$ cat config.mk
export PLATFORM = sky130hd
export DESIGN_NAME = ues_top
export DESIGN_NICKNAME = d
export VERILOG_FILES = /design/src/verilog/ues_pkg.sv /design/src/verilog/ues_edge.sv /design/src/verilog/ues_sync.sv /design/src/verilog/ues_top.sv
export SDC_FILE = /design/constraint.sdc
export NUM_CORES = 1
export LEC_CHECK = 0
export ABC_AREA = 1
export ABC_CLOCK_PERIOD_IN_PS = 2350
export BUFFER_PORTS_ARGS = -buffer_cell sky130_fd_sc_hd__buf_4
export CAP_MARGIN = 20
export CORE_ASPECT_RATIO = 0.5
export CORE_UTILIZATION = 52
export CTS_BUF_LIST = sky130_fd_sc_hd__clkbuf_4 sky130_fd_sc_hd__clkbuf_8 sky130_fd_sc_hd__clkbuf_16
export DETAILED_ROUTE_END_ITERATION = 8
export PLACE_DENSITY_LB_ADDON = 0.25
export SLEW_MARGIN = 10
export SYNTH_ARGS = -nofsm -noshare
export SYNTH_HDL_FRONTEND = slang
export SYNTH_SLANG_ARGS = --single-unit
$ cat constraint.sdc
create_clock -name ref_clk -period 2.35 [get_ports ref_clk]
set_input_delay 0.47 -clock ref_clk [delete_from_list [all_inputs] [get_ports ref_clk]]
set_output_delay 0.47 -clock ref_clk [all_outputs]
set_load 0.01 [all_outputs]
$ cat src/verilog/ues_pkg.sv
/*
  ues_pkg: constants shared by the usb event status flag block.
  assumes: included first in compile order; nothing imported, used as ues_pkg::name.
*/
package ues_pkg;
  // ------------------------------------------------------------------
  // register map: word indices, byte address on the bus is four times the index
  // ------------------------------------------------------------------
  localparam logic [15:0] EVT_STATUS_IDX = 16'hfffe;
  localparam logic [15:0] IRQ_VECTOR_IDX = 16'hfffc;
  localparam logic [15:0] USB_CTRL_IDX = 16'hfff8;
  localparam logic [15:0] IRQ_MASK_IDX = 16'hfff4;
  localparam logic [15:0] IRQ_STATUS_IDX = 16'hfff0;
  localparam logic [17:0] EVT_STATUS_ADDR = {EVT_STATUS_IDX, 2'h0};
  localparam logic [17:0] IRQ_VECTOR_ADDR = {IRQ_VECTOR_IDX, 2'h0};
  localparam logic [17:0] USB_CTRL_ADDR = {USB_CTRL_IDX, 2'h0};
  localparam logic [17:0] IRQ_MASK_ADDR = {IRQ_MASK_IDX, 2'h0};
  localparam logic [17:0] IRQ_STATUS_ADDR = {IRQ_STATUS_IDX, 2'h0};
  localparam logic [17:0] WORD_MASK = 18'h3_fffc;

  // ------------------------------------------------------------------
  // field positions in usb_event_status
  // ------------------------------------------------------------------
  localparam int RESET_BIT = 7;
  localparam int SUSPEND_BIT = 6;
  localparam int RESUME_BIT = 5;
  localparam int SOF_BIT = 4;
  localparam int NUM_EVT = 4;

  // usb control register fields
  localparam int FULL_RST_BIT = 0;
  localparam int ROM_SHADOW_BIT = 1;
  localparam int CONNECT_BIT = 2;

  // reset values
  localparam logic [7:0] STATUS_RESET = 8'h00;
  localparam logic [2:0] CTRL_RESET = 3'h0;
  localparam logic [3:0] MASK_RESET = 4'h0;

  // axi responses
  localparam logic [1:0] RESP_OKAY = 2'h0;
  localparam logic [1:0] RESP_SLVERR = 2'h2;

  // timing: reset output stretch and nominal frame period
  localparam int RST_OUT_NS = 100;
  localparam int CLK_NS = 10;
  localparam int RST_OUT_CYC = (RST_OUT_NS + CLK_NS - 1) / CLK_NS;
  localparam int FRAME_US = 1000;
  localparam int FRAME_CYC = FRAME_US * 1000 / CLK_NS;
endpackage

$ cat src/verilog/ues_edge.sv
/*
  ues_edge: rising edge pulse detector, one lane per event.
  assumes: inputs are already synchronous to ref_clk.
*/
`timescale 1ns/1ps
module ues_edge #(
  parameter int WIDTH = 4
) (
  input wire logic ref_clk,
  input wire logic resetn,
  input wire logic [WIDTH-1:0] level_in,
  output logic [WIDTH-1:0] rise_pulse
);
  logic [WIDTH-1:0] prev_reg;

  // remember last level
  always_ff @(posedge ref_clk) begin
    if (!resetn) prev_reg <= '0;
    else prev_reg <= level_in;
  end

  // one pulse per lane on a low to high change
  genvar i;
  generate
    for (i = 0; i < WIDTH; i++) begin : g_lane
      assign rise_pulse[i] = level_in[i] & ~prev_reg[i];
    end
  endgenerate
endmodule // ues_edge

$ cat src/verilog/ues_sync.sv
/*
  ues_sync: two flip-flop synchroniser for a group of level inputs.
  assumes: inputs are levels from outside ref_clk's domain, held longer than two cycles.
*/
`timescale 1ns/1ps
module ues_sync #(
  parameter int WIDTH = 4
) (
  input wire logic ref_clk,
  input wire logic resetn,
  input wire logic [WIDTH-1:0] async_in,
  output logic [WIDTH-1:0] sync_out
);
  logic [WIDTH-1:0] meta_reg;

  // first stage feeds only the second
  always_ff @(posedge ref_clk) begin
    if (!resetn) begin
      meta_reg <= '0;
      sync_out <= '0;
    end else begin
      meta_reg <= async_in;
      sync_out <= meta_reg;
    end
  end
endmodule // ues_sync

$ cat src/verilog/ues_top.sv
/*
  ues_top: upper half of the usb event status register with its reset side effects,
  an interrupt status/mask pair and an axi4-lite slave.
  assumes: event inputs are levels from the usb logic in another timing domain;
  the bus master keeps one write and one read outstanding at most.
*/
// Our own choices: the AXI4-Lite interface to the registers and the register offsets.
`timescale 1ns/1ps
module ues_top (
  input wire logic ref_clk,
  input wire logic resetn,
  // usb side event levels
  input wire logic usb_reset_in,
  input wire logic usb_suspend_in,
  input wire logic usb_resume_in,
  input wire logic usb_sof_in,
  // reset side effects and interrupt request
  output logic usb_logic_reset,
  output logic device_logic_reset,
  output logic reset_output_pin,
  output logic rom_shadow_bit,
  output logic connect_bit,
  output logic irq,
  // axi4-lite slave
  input wire logic [17:0] s_axi_awaddr,
  input wire logic s_axi_awvalid,
  output logic s_axi_awready,
  input wire logic [31:0] s_axi_wdata,
  input wire logic [3:0] s_axi_wstrb,
  input wire logic s_axi_wvalid,
  output logic s_axi_wready,
  output logic [1:0] s_axi_bresp,
  output logic s_axi_bvalid,
  input wire logic s_axi_bready,
  input wire logic [17:0] s_axi_araddr,
  input wire logic s_axi_arvalid,
  output logic s_axi_arready,
  output logic [31:0] s_axi_rdata,
  output logic [1:0] s_axi_rresp,
  output logic s_axi_rvalid,
  input wire logic s_axi_rready
);
  localparam int N = ues_pkg::NUM_EVT;

  // ----------------------------------------------------------------
  // event capture
  // ----------------------------------------------------------------
  logic [N-1:0] evt_async;
  logic [N-1:0] evt_sync;
  logic [N-1:0] evt_rise;
  // lane order: 3 reset, 2 suspend, 1 resume, 0 sof
  assign evt_async = {usb_reset_in, usb_suspend_in, usb_resume_in, usb_sof_in};

  ues_sync #(.WIDTH(N)) u_sync (
    .ref_clk(ref_clk),
    .resetn(resetn),
    .async_in(evt_async),
    .sync_out(evt_sync)
  );

  ues_edge #(.WIDTH(N)) u_edge (
    .ref_clk(ref_clk),
    .resetn(resetn),
    .level_in(evt_sync),
    .rise_pulse(evt_rise)
  );

  wire usb_rst_evt = evt_rise[3];
  wire usb_rst_level = evt_sync[3];

  // ----------------------------------------------------------------
  // registers
  // ----------------------------------------------------------------
  logic [N-1:0] flag_reg;
  logic [N-1:0] flag_next;
  logic [N-1:0] irq_stat_reg;
  logic [N-1:0] irq_stat_next;
  logic [N-1:0] irq_mask_reg;
  logic full_rst_en_reg;
  logic full_rst_busy_reg;
  logic rom_shadow_reg;
  logic connect_reg;
  logic [7:0] rst_cnt_reg;
  logic [7:0] rst_cnt_next;

  // ----------------------------------------------------------------
  // axi4-lite write channel
  // ----------------------------------------------------------------
  logic aw_full_reg;
  logic w_full_reg;
  logic [17:0] aw_addr_reg;
  logic [31:0] w_data_reg;
  logic [3:0] w_strb_reg;
  wire aw_take = s_axi_awvalid & s_axi_awready;
  wire w_take = s_axi_wvalid & s_axi_wready;
  wire wr_fire = aw_full_reg & w_full_reg & ~s_axi_bvalid;
  wire [17:0] wr_word = aw_addr_reg & ues_pkg::WORD_MASK;
  wire wr_vector = wr_fire & (wr_word == ues_pkg::IRQ_VECTOR_ADDR);
  wire wr_ctrl = wr_fire & (wr_word == ues_pkg::USB_CTRL_ADDR) & w_strb_reg[0];
  wire wr_mask = wr_fire & (wr_word == ues_pkg::IRQ_MASK_ADDR) & w_strb_reg[0];
  wire wr_ok = (wr_word == ues_pkg::IRQ_VECTOR_ADDR) | (wr_word == ues_pkg::USB_CTRL_ADDR) |
               (wr_word == ues_pkg::IRQ_MASK_ADDR);
  // address and data may arrive in either order; each holds until the response goes
  assign s_axi_awready = ~aw_full_reg;
  assign s_axi_wready = ~w_full_reg;

  always_ff @(posedge ref_clk) begin
    if (!resetn) begin
      aw_full_reg <= 1'b0;
      w_full_reg <= 1'b0;
      aw_addr_reg <= 18'h0_0000;
      w_data_reg <= 32'h0000_0000;
      w_strb_reg <= 4'h0;
      s_axi_bvalid <= 1'b0;
      s_axi_bresp <= ues_pkg::RESP_OKAY;
    end else begin
      if (aw_take) aw_addr_reg <= s_axi_awaddr;
      if (aw_take) aw_full_reg <= 1'b1;
      if (w_take) w_data_reg <= s_axi_wdata;
      if (w_take) w_strb_reg <= s_axi_wstrb;
      if (w_take) w_full_reg <= 1'b1;
      if (wr_fire) begin
        s_axi_bvalid <= 1'b1;
        s_axi_bresp <= wr_ok ? ues_pkg::RESP_OKAY : ues_pkg::RESP_SLVERR;
      end else if (s_axi_bvalid & s_axi_bready) begin
        s_axi_bvalid <= 1'b0;
        aw_full_reg <= 1'b0;
        w_full_reg <= 1'b0;
      end
    end
  end

  // ----------------------------------------------------------------
  // axi4-lite read channel
  // ----------------------------------------------------------------
  wire ar_take = s_axi_arvalid & s_axi_arready;
  wire [17:0] rd_word = s_axi_araddr & ues_pkg::WORD_MASK;
  wire rd_status = rd_word == ues_pkg::EVT_STATUS_ADDR;
  wire rd_ctrl = rd_word == ues_pkg::USB_CTRL_ADDR;
  wire rd_mask = rd_word == ues_pkg::IRQ_MASK_ADDR;
  wire rd_istat = rd_word == ues_pkg::IRQ_STATUS_ADDR;
  wire rd_vec = rd_word == ues_pkg::IRQ_VECTOR_ADDR;
  wire rd_ok = rd_status | rd_ctrl | rd_mask | rd_istat | rd_vec;
  // one register per aligned word, so the status byte sits in the low lane
  wire [7:0] status_byte = {flag_reg, 4'h0};
  wire [31:0] rd_val = rd_status ? {24'h00_0000, status_byte} :
                       rd_ctrl ? {29'h0, connect_reg, rom_shadow_reg, full_rst_en_reg} :
                       rd_mask ? {28'h0, irq_mask_reg} :
                       rd_istat ? {28'h0, irq_stat_reg} : 32'h0000_0000;
  wire rd_istat_clr = ar_take & rd_istat;
  assign s_axi_arready = ~s_axi_rvalid;

  always_ff @(posedge ref_clk) begin
    if (!resetn) begin
      s_axi_rvalid <= 1'b0;
      s_axi_rdata <= 32'h0000_0000;
      s_axi_rresp <= ues_pkg::RESP_OKAY;
    end else if (ar_take) begin
      s_axi_rvalid <= 1'b1;
      s_axi_rdata <= rd_val;
      s_axi_rresp <= rd_ok ? ues_pkg::RESP_OKAY : ues_pkg::RESP_SLVERR;
    end else if (s_axi_rready) begin
      s_axi_rvalid <= 1'b0;
    end
  end

  // ----------------------------------------------------------------
  // event flags and reset side effects
  // ----------------------------------------------------------------
  // full device reset clears only the full reset enable and the irq mask
  // the enable clears itself at once, so the busy bit carries the reset to its end
  wire dev_rst = usb_rst_level & (full_rst_en_reg | full_rst_busy_reg);
  // flags: set by hardware, cleared by a vector write, set wins
  assign flag_next = (wr_vector ? '0 : flag_reg) | evt_rise;
  // sof is paced by the host alone, nominally FRAME_CYC apart; no local timer sets it
  assign irq_stat_next = (rd_istat_clr ? '0 : irq_stat_reg) | evt_rise;
  // stretch reset pin so a short usb reset still gives a clean pulse
  assign rst_cnt_next = (full_rst_en_reg & usb_rst_evt) ? 8'(ues_pkg::RST_OUT_CYC) :
                        (rst_cnt_reg != 8'h00) ? rst_cnt_reg - 8'h01 : 8'h00;

  always_ff @(posedge ref_clk) begin
    if (!resetn) begin
      flag_reg <= ues_pkg::STATUS_RESET[7:4];
      irq_stat_reg <= ues_pkg::MASK_RESET;
      rst_cnt_reg <= 8'h00;
    end else begin
      flag_reg <= flag_next;
      irq_stat_reg <= irq_stat_next;
      rst_cnt_reg <= rst_cnt_next;
    end
  end

  // remembers that this usb reset began with the full reset enabled
  always_ff @(posedge ref_clk) begin
    if (!resetn) full_rst_busy_reg <= 1'b0;
    else full_rst_busy_reg <= dev_rst;
  end

  // kept across a full usb reset: only resetn or a control write changes them
  always_ff @(posedge ref_clk) begin
    if (!resetn) begin
      rom_shadow_reg <= ues_pkg::CTRL_RESET[ues_pkg::ROM_SHADOW_BIT];
      connect_reg <= ues_pkg::CTRL_RESET[ues_pkg::CONNECT_BIT];
    end else if (wr_ctrl) begin
      rom_shadow_reg <= w_data_reg[ues_pkg::ROM_SHADOW_BIT];
      connect_reg <= w_data_reg[ues_pkg::CONNECT_BIT];
    end
  end

  // cleared by a full usb reset like other device logic
  always_ff @(posedge ref_clk) begin
    if (!resetn || dev_rst) begin
      full_rst_en_reg <= ues_pkg::CTRL_RESET[ues_pkg::FULL_RST_BIT];
      irq_mask_reg <= ues_pkg::MASK_RESET;
    end else begin
      if (wr_ctrl) full_rst_en_reg <= w_data_reg[ues_pkg::FULL_RST_BIT];
      if (wr_mask) irq_mask_reg <= w_data_reg[N-1:0];
    end
  end

  // usb sub-block reset follows the synchronised reset level
  always_ff @(posedge ref_clk) begin
    if (!resetn) begin
      usb_logic_reset <= 1'b0;
      device_logic_reset <= 1'b0;
      reset_output_pin <= 1'b0;
    end else begin
      usb_logic_reset <= usb_rst_level;
      device_logic_reset <= dev_rst;
      reset_output_pin <= dev_rst | (rst_cnt_reg != 8'h00);
    end
  end

  assign rom_shadow_bit = rom_shadow_reg;
  assign connect_bit = connect_reg;
  assign irq = |(irq_stat_reg & irq_mask_reg);

  // ----------------------------------------------------------------
  // assertions
  // ----------------------------------------------------------------
  rst_flag_set_a: assert property (@(posedge ref_clk) disable iff (!resetn)
    usb_rst_evt |=> flag_reg[3])
    else $error("usb reset did not set flag");
  usb_logic_rst_a: assert property (@(posedge ref_clk) disable iff (!resetn)
    usb_rst_level |=> usb_logic_reset)
    else $error("usb logic not reset");
  full_rst_a: assert property (@(posedge ref_clk) disable iff (!resetn)
    (full_rst_en_reg && usb_rst_level) |=> (device_logic_reset && !full_rst_en_reg))
    else $error("full reset missed");
  keep_bits_a: assert property (@(posedge ref_clk) disable iff (!resetn)
    (dev_rst && !wr_ctrl) |=> ($stable(connect_reg) && $stable(rom_shadow_reg)))
    else $error("kept bit changed in full reset");
  rst_pin_a: assert property (@(posedge ref_clk) disable iff (!resetn)
    (full_rst_en_reg && usb_rst_evt) |=> reset_output_pin [*2])
    else $error("reset pin not driven");
  rst_pin_off_a: assert property (@(posedge ref_clk) disable iff (!resetn)
    (!full_rst_en_reg && !full_rst_busy_reg && rst_cnt_reg == 8'h00) |=> !reset_output_pin)
    else $error("reset pin without enable");
  vec_clear_a: assert property (@(posedge ref_clk) disable iff (!resetn)
    (wr_vector && evt_rise == '0) |=> flag_reg == '0)
    else $error("vector write did not clear");
  flag_hold_a: assert property (@(posedge ref_clk) disable iff (!resetn)
    (!wr_vector) |=> ((flag_reg & $past(flag_reg)) == $past(flag_reg)))
    else $error("flag lost without clear");
  susp_res_a: assert property (@(posedge ref_clk) disable iff (!resetn)
    (evt_rise[2] || evt_rise[1]) |=> (flag_reg[2] || !$past(evt_rise[2])) && (flag_reg[1] || !$past(evt_rise[1])))
    else $error("suspend or resume flag not set");
  sof_set_a: assert property (@(posedge ref_clk) disable iff (!resetn)
    evt_rise[0] |=> ##1 (flag_reg[0] || $past(wr_vector)))
    else $error("sof flag not set");
  reset_zero_a: assert property (@(posedge ref_clk)
    !resetn |=> flag_reg == '0)
    else $error("flags not zero after reset");
  // full reset span, register access and bus answers
  full_rst_hold_a: assert property (@(posedge ref_clk) disable iff (!resetn)
    (full_rst_busy_reg && usb_rst_level) |=> device_logic_reset)
    else $error("full reset ended early");
  full_rst_end_a: assert property (@(posedge ref_clk) disable iff (!resetn)
    !usb_rst_level |=> !device_logic_reset)
    else $error("device reset without usb reset");
  status_ro_a: assert property (@(posedge ref_clk) disable iff (!resetn)
    (wr_fire && wr_word == ues_pkg::EVT_STATUS_ADDR) |=>
      (s_axi_bresp == ues_pkg::RESP_SLVERR && flag_reg == ($past(flag_reg) | $past(evt_rise))))
    else $error("status register written");
  sof_host_only_a: assert property (@(posedge ref_clk) disable iff (!resetn)
    (!evt_rise[0] && !flag_reg[0]) |=> !flag_reg[0])
    else $error("sof flag without host sof");
  stat_read_a: assert property (@(posedge ref_clk) disable iff (!resetn)
    (ar_take && rd_status) |=>
      (s_axi_rvalid && s_axi_rresp == ues_pkg::RESP_OKAY && s_axi_rdata[7:4] == $past(flag_reg)))
    else $error("status read wrong");
  istat_clr_a: assert property (@(posedge ref_clk) disable iff (!resetn)
    (rd_istat_clr && evt_rise == '0) |=> irq_stat_reg == '0)
    else $error("irq status not cleared by read");
  wr_resp_a: assert property (@(posedge ref_clk) disable iff (!resetn)
    wr_fire |=> s_axi_bvalid)
    else $error("write response missing");
  rd_resp_a: assert property (@(posedge ref_clk) disable iff (!resetn)
    ar_take |=> s_axi_rvalid)
    else $error("read response missing");
endmodule // ues_top
==> run_results.csv <==
group,metric,value,unit
outcome,outcome,"complete, no violations",
routing,drcViolationCount,0,
synth,ys_ff_latch,72,
synth,synth.distinct_cells,31,
layout,n_fill_cell,486,
placement,place_hpwl,4530,um
sta,holdWs,326,ps
clocking,cts_buffer_depth,2,
layout,layout_common_cells,"nor2_1 (78), nand2_1 (72), dfxtp_1 (72), buf_4 (70), inv_1 (48)",
sta,worstMarginPinSlew,820,ps
placement,portBuffers,68,
critical_path,cp_data_required_time,2550,ps
sta,setup_viol,0,
power,peakVddDrop,0.000375,V
critical_path,reg2reg_slack,620,ps
run,max_cap_violations,0,
clocking,h-tree-depth,3,
layout,syn_to_final_growth,23.9,%
power,power,2.87,mW
global_routing,grt_max_degree,32,
die,dieArea,6460,sq um
sta,fin_crit_sh,73.8,%
critical_path,crit_type,"flip-flop to flip-flop",
clocking,post_cts_buffers,0,
layout,antenna_cells,0,
power,cellLeakagePower,1.99,nW
global_routing,gr-total-overflow,0,
clocking,clk_pin_slew_worst_paths,50,ps
layout,final_util,69.4,%
routing,ant_nets,0,
die,io_pins,130,
routing,drt_wl_total,6380,um
critical_path,cp-start-kind,"flip-flop",
die,start_util,56.0,%
layout,nets,586,
clocking,cts_sinks,72,
routing,first_iter_violations,178,
critical_path,worst-path-max-fanout,17,
global_routing,grt_pass1_vias,2536,
layout,final_common_cell,"nor2_1",
min_path,hp-class,"primary input to flip-flop",
global_routing,grt.total_usage,22.4,%
sta,rsz0062_at_grt,"no",
routing,vias,2782,
power,power_density,727,nW/um^2
global_routing,grt_first_pass_wirelength,11200,um
global_routing,antenna_found_initial,0,
die,die_w,113,um
synth,yosysSeqAreaShare,45.3,%
routing,wl_per_cell,11.0,um
sta,finClkSkew,3.06,ps
sta,period_minus_slack,1730,ps
die,die_h,57.3,um
clocking,cts_root_buf,"clkbuf_16",
clocking,insertion_delay,330,ps
critical_path,cp-end-kind,"flip-flop",
sta,fmax,576,MHz
synth,synthCells,432,
clocking,cts_tree,"yes",
routing,via_per_inst,4.80,
layout,largest_reg_flops,16,
sta,setup_tns,0,ps
synth,ys.warnings.count,0,
clocking,post_cts_resized,0,
clocking,cts_buffers,9,
placement,place_area,3650,sq um
critical_path,arrival,1940,ps
placement,gp_congestion,0.771,
synth,synth_area,3180,sq um
die,core,5680,sq um
routing,dr.pass1.iters,4,
sta,drv_slew,0,
sta,slew-limit-headroom,45.1,%
layout,drive_gt1_share,20.2,%
sta,hold_viol,0,
die,row_count,19,
layout,design_area,3950,sq um
synth,avgSynthCellArea,7.37,sq um
clocking,postCtsHoldBufs,0,
## worst paths after layout
check | to | depth (start not counted) | startpoint
setup / recovery | aw_addr_reg[5]$_SDFFE_PN0P_ | 4 | aw_full_reg$_SDFF_PN0_
hold reg to reg | u_sync.sync_out[1]$_SDFF_PN0_ | 2 | u_sync.meta_reg[1]$_SDFF_PN0_
setup reg to reg | aw_addr_reg[5]$_SDFFE_PN0P_ | 4 | aw_full_reg$_SDFF_PN0_
hold / removal | u_sync.meta_reg[1]$_SDFF_PN0_ | 3 | usb_resume_in
## Yosys cell counts (all sizes together)
library cell  count  area share [%]
clkbuf            6            0.71
nor2             83              11
or2               3            0.67
buf              31             6.9
nand4            10             2.2
o21ai            34             5.3
nor3              8             1.6
conb              1            0.12
nand2            73             8.7
xor2              1            0.28
nand3b            5             1.2
xnor2             2            0.55
nor3b             1            0.24
clkinv            1            0.12
a21oi            26             4.1
inv              50             5.9
nand3            22             4.2
dfxtp            72              45
ha                2            0.79
o21a              1            0.24
## per-layer routing
layer / part of all wire (%) / GRT usage [%] / up-vias / wire, um
li1: - / - / 1452 / -
met1: 48 / 28.2 / 1241 / 3050
met4: 0.99 / 7.24 / 0 / 63
met5: 0 / 0 / - / 0
met3: 6.3 / 8.29 / 8 / 400
met2: 45 / 36.2 / 81 / 2870
## stage by stage
stage	worst slack (ps)	instances
2_1_floorplan	1050	457
3_3_place_gp	479	563
3_5_place_dp	474	563
4_1_cts	658	579
5_1_grt	405	579
6_report	615	579
## cell families (layout without fill, tap and decap cells)
family	after synthesis	in the layout	share of synthesized area (%)
flip-flops	72	72	45.3
AO/OA/AOI/OAI	61	61	9.67
XOR/XNOR	3	3	0.826
other	1	26	0.118
buffers and inverters	88	137	13.6
AND/OR/NAND/NOR	205	205	29.7
adder cells (fa/ha/maj)	2	2	0.786
## power by group
| group | leakage, nW | internal [mW] | switching, mW |
|---|---|---|---|
| clock network | 0.146 | 0.822 | 0.473 |
| logic | 1.26 | 0.113 | 0.140 |
| registers | 0.590 | 1.28 | 0.0386 |
## critical path: stages (launching register included)
cell     delay [ps]
dfxtp_1         340
nor2_1          650
inv_2           290
o21ai_0         270
a21oi_1          70
## area by class of cell
type / instances / area [sq um] / share of cell area, %
inverter: 51 / 191 / 4.85
clock buffer: 14 / 282 / 7.14
timing repair buffer: 70 / 526 / 13.3
clock inverter: 2 / 12.5 / 0.317
multi-input combinational: 297 / 1400 / 35.5
tap: 73 / 91.3 / 2.32
sequential: 72 / 1440 / 36.5
(Power assumes the default switching activity.)
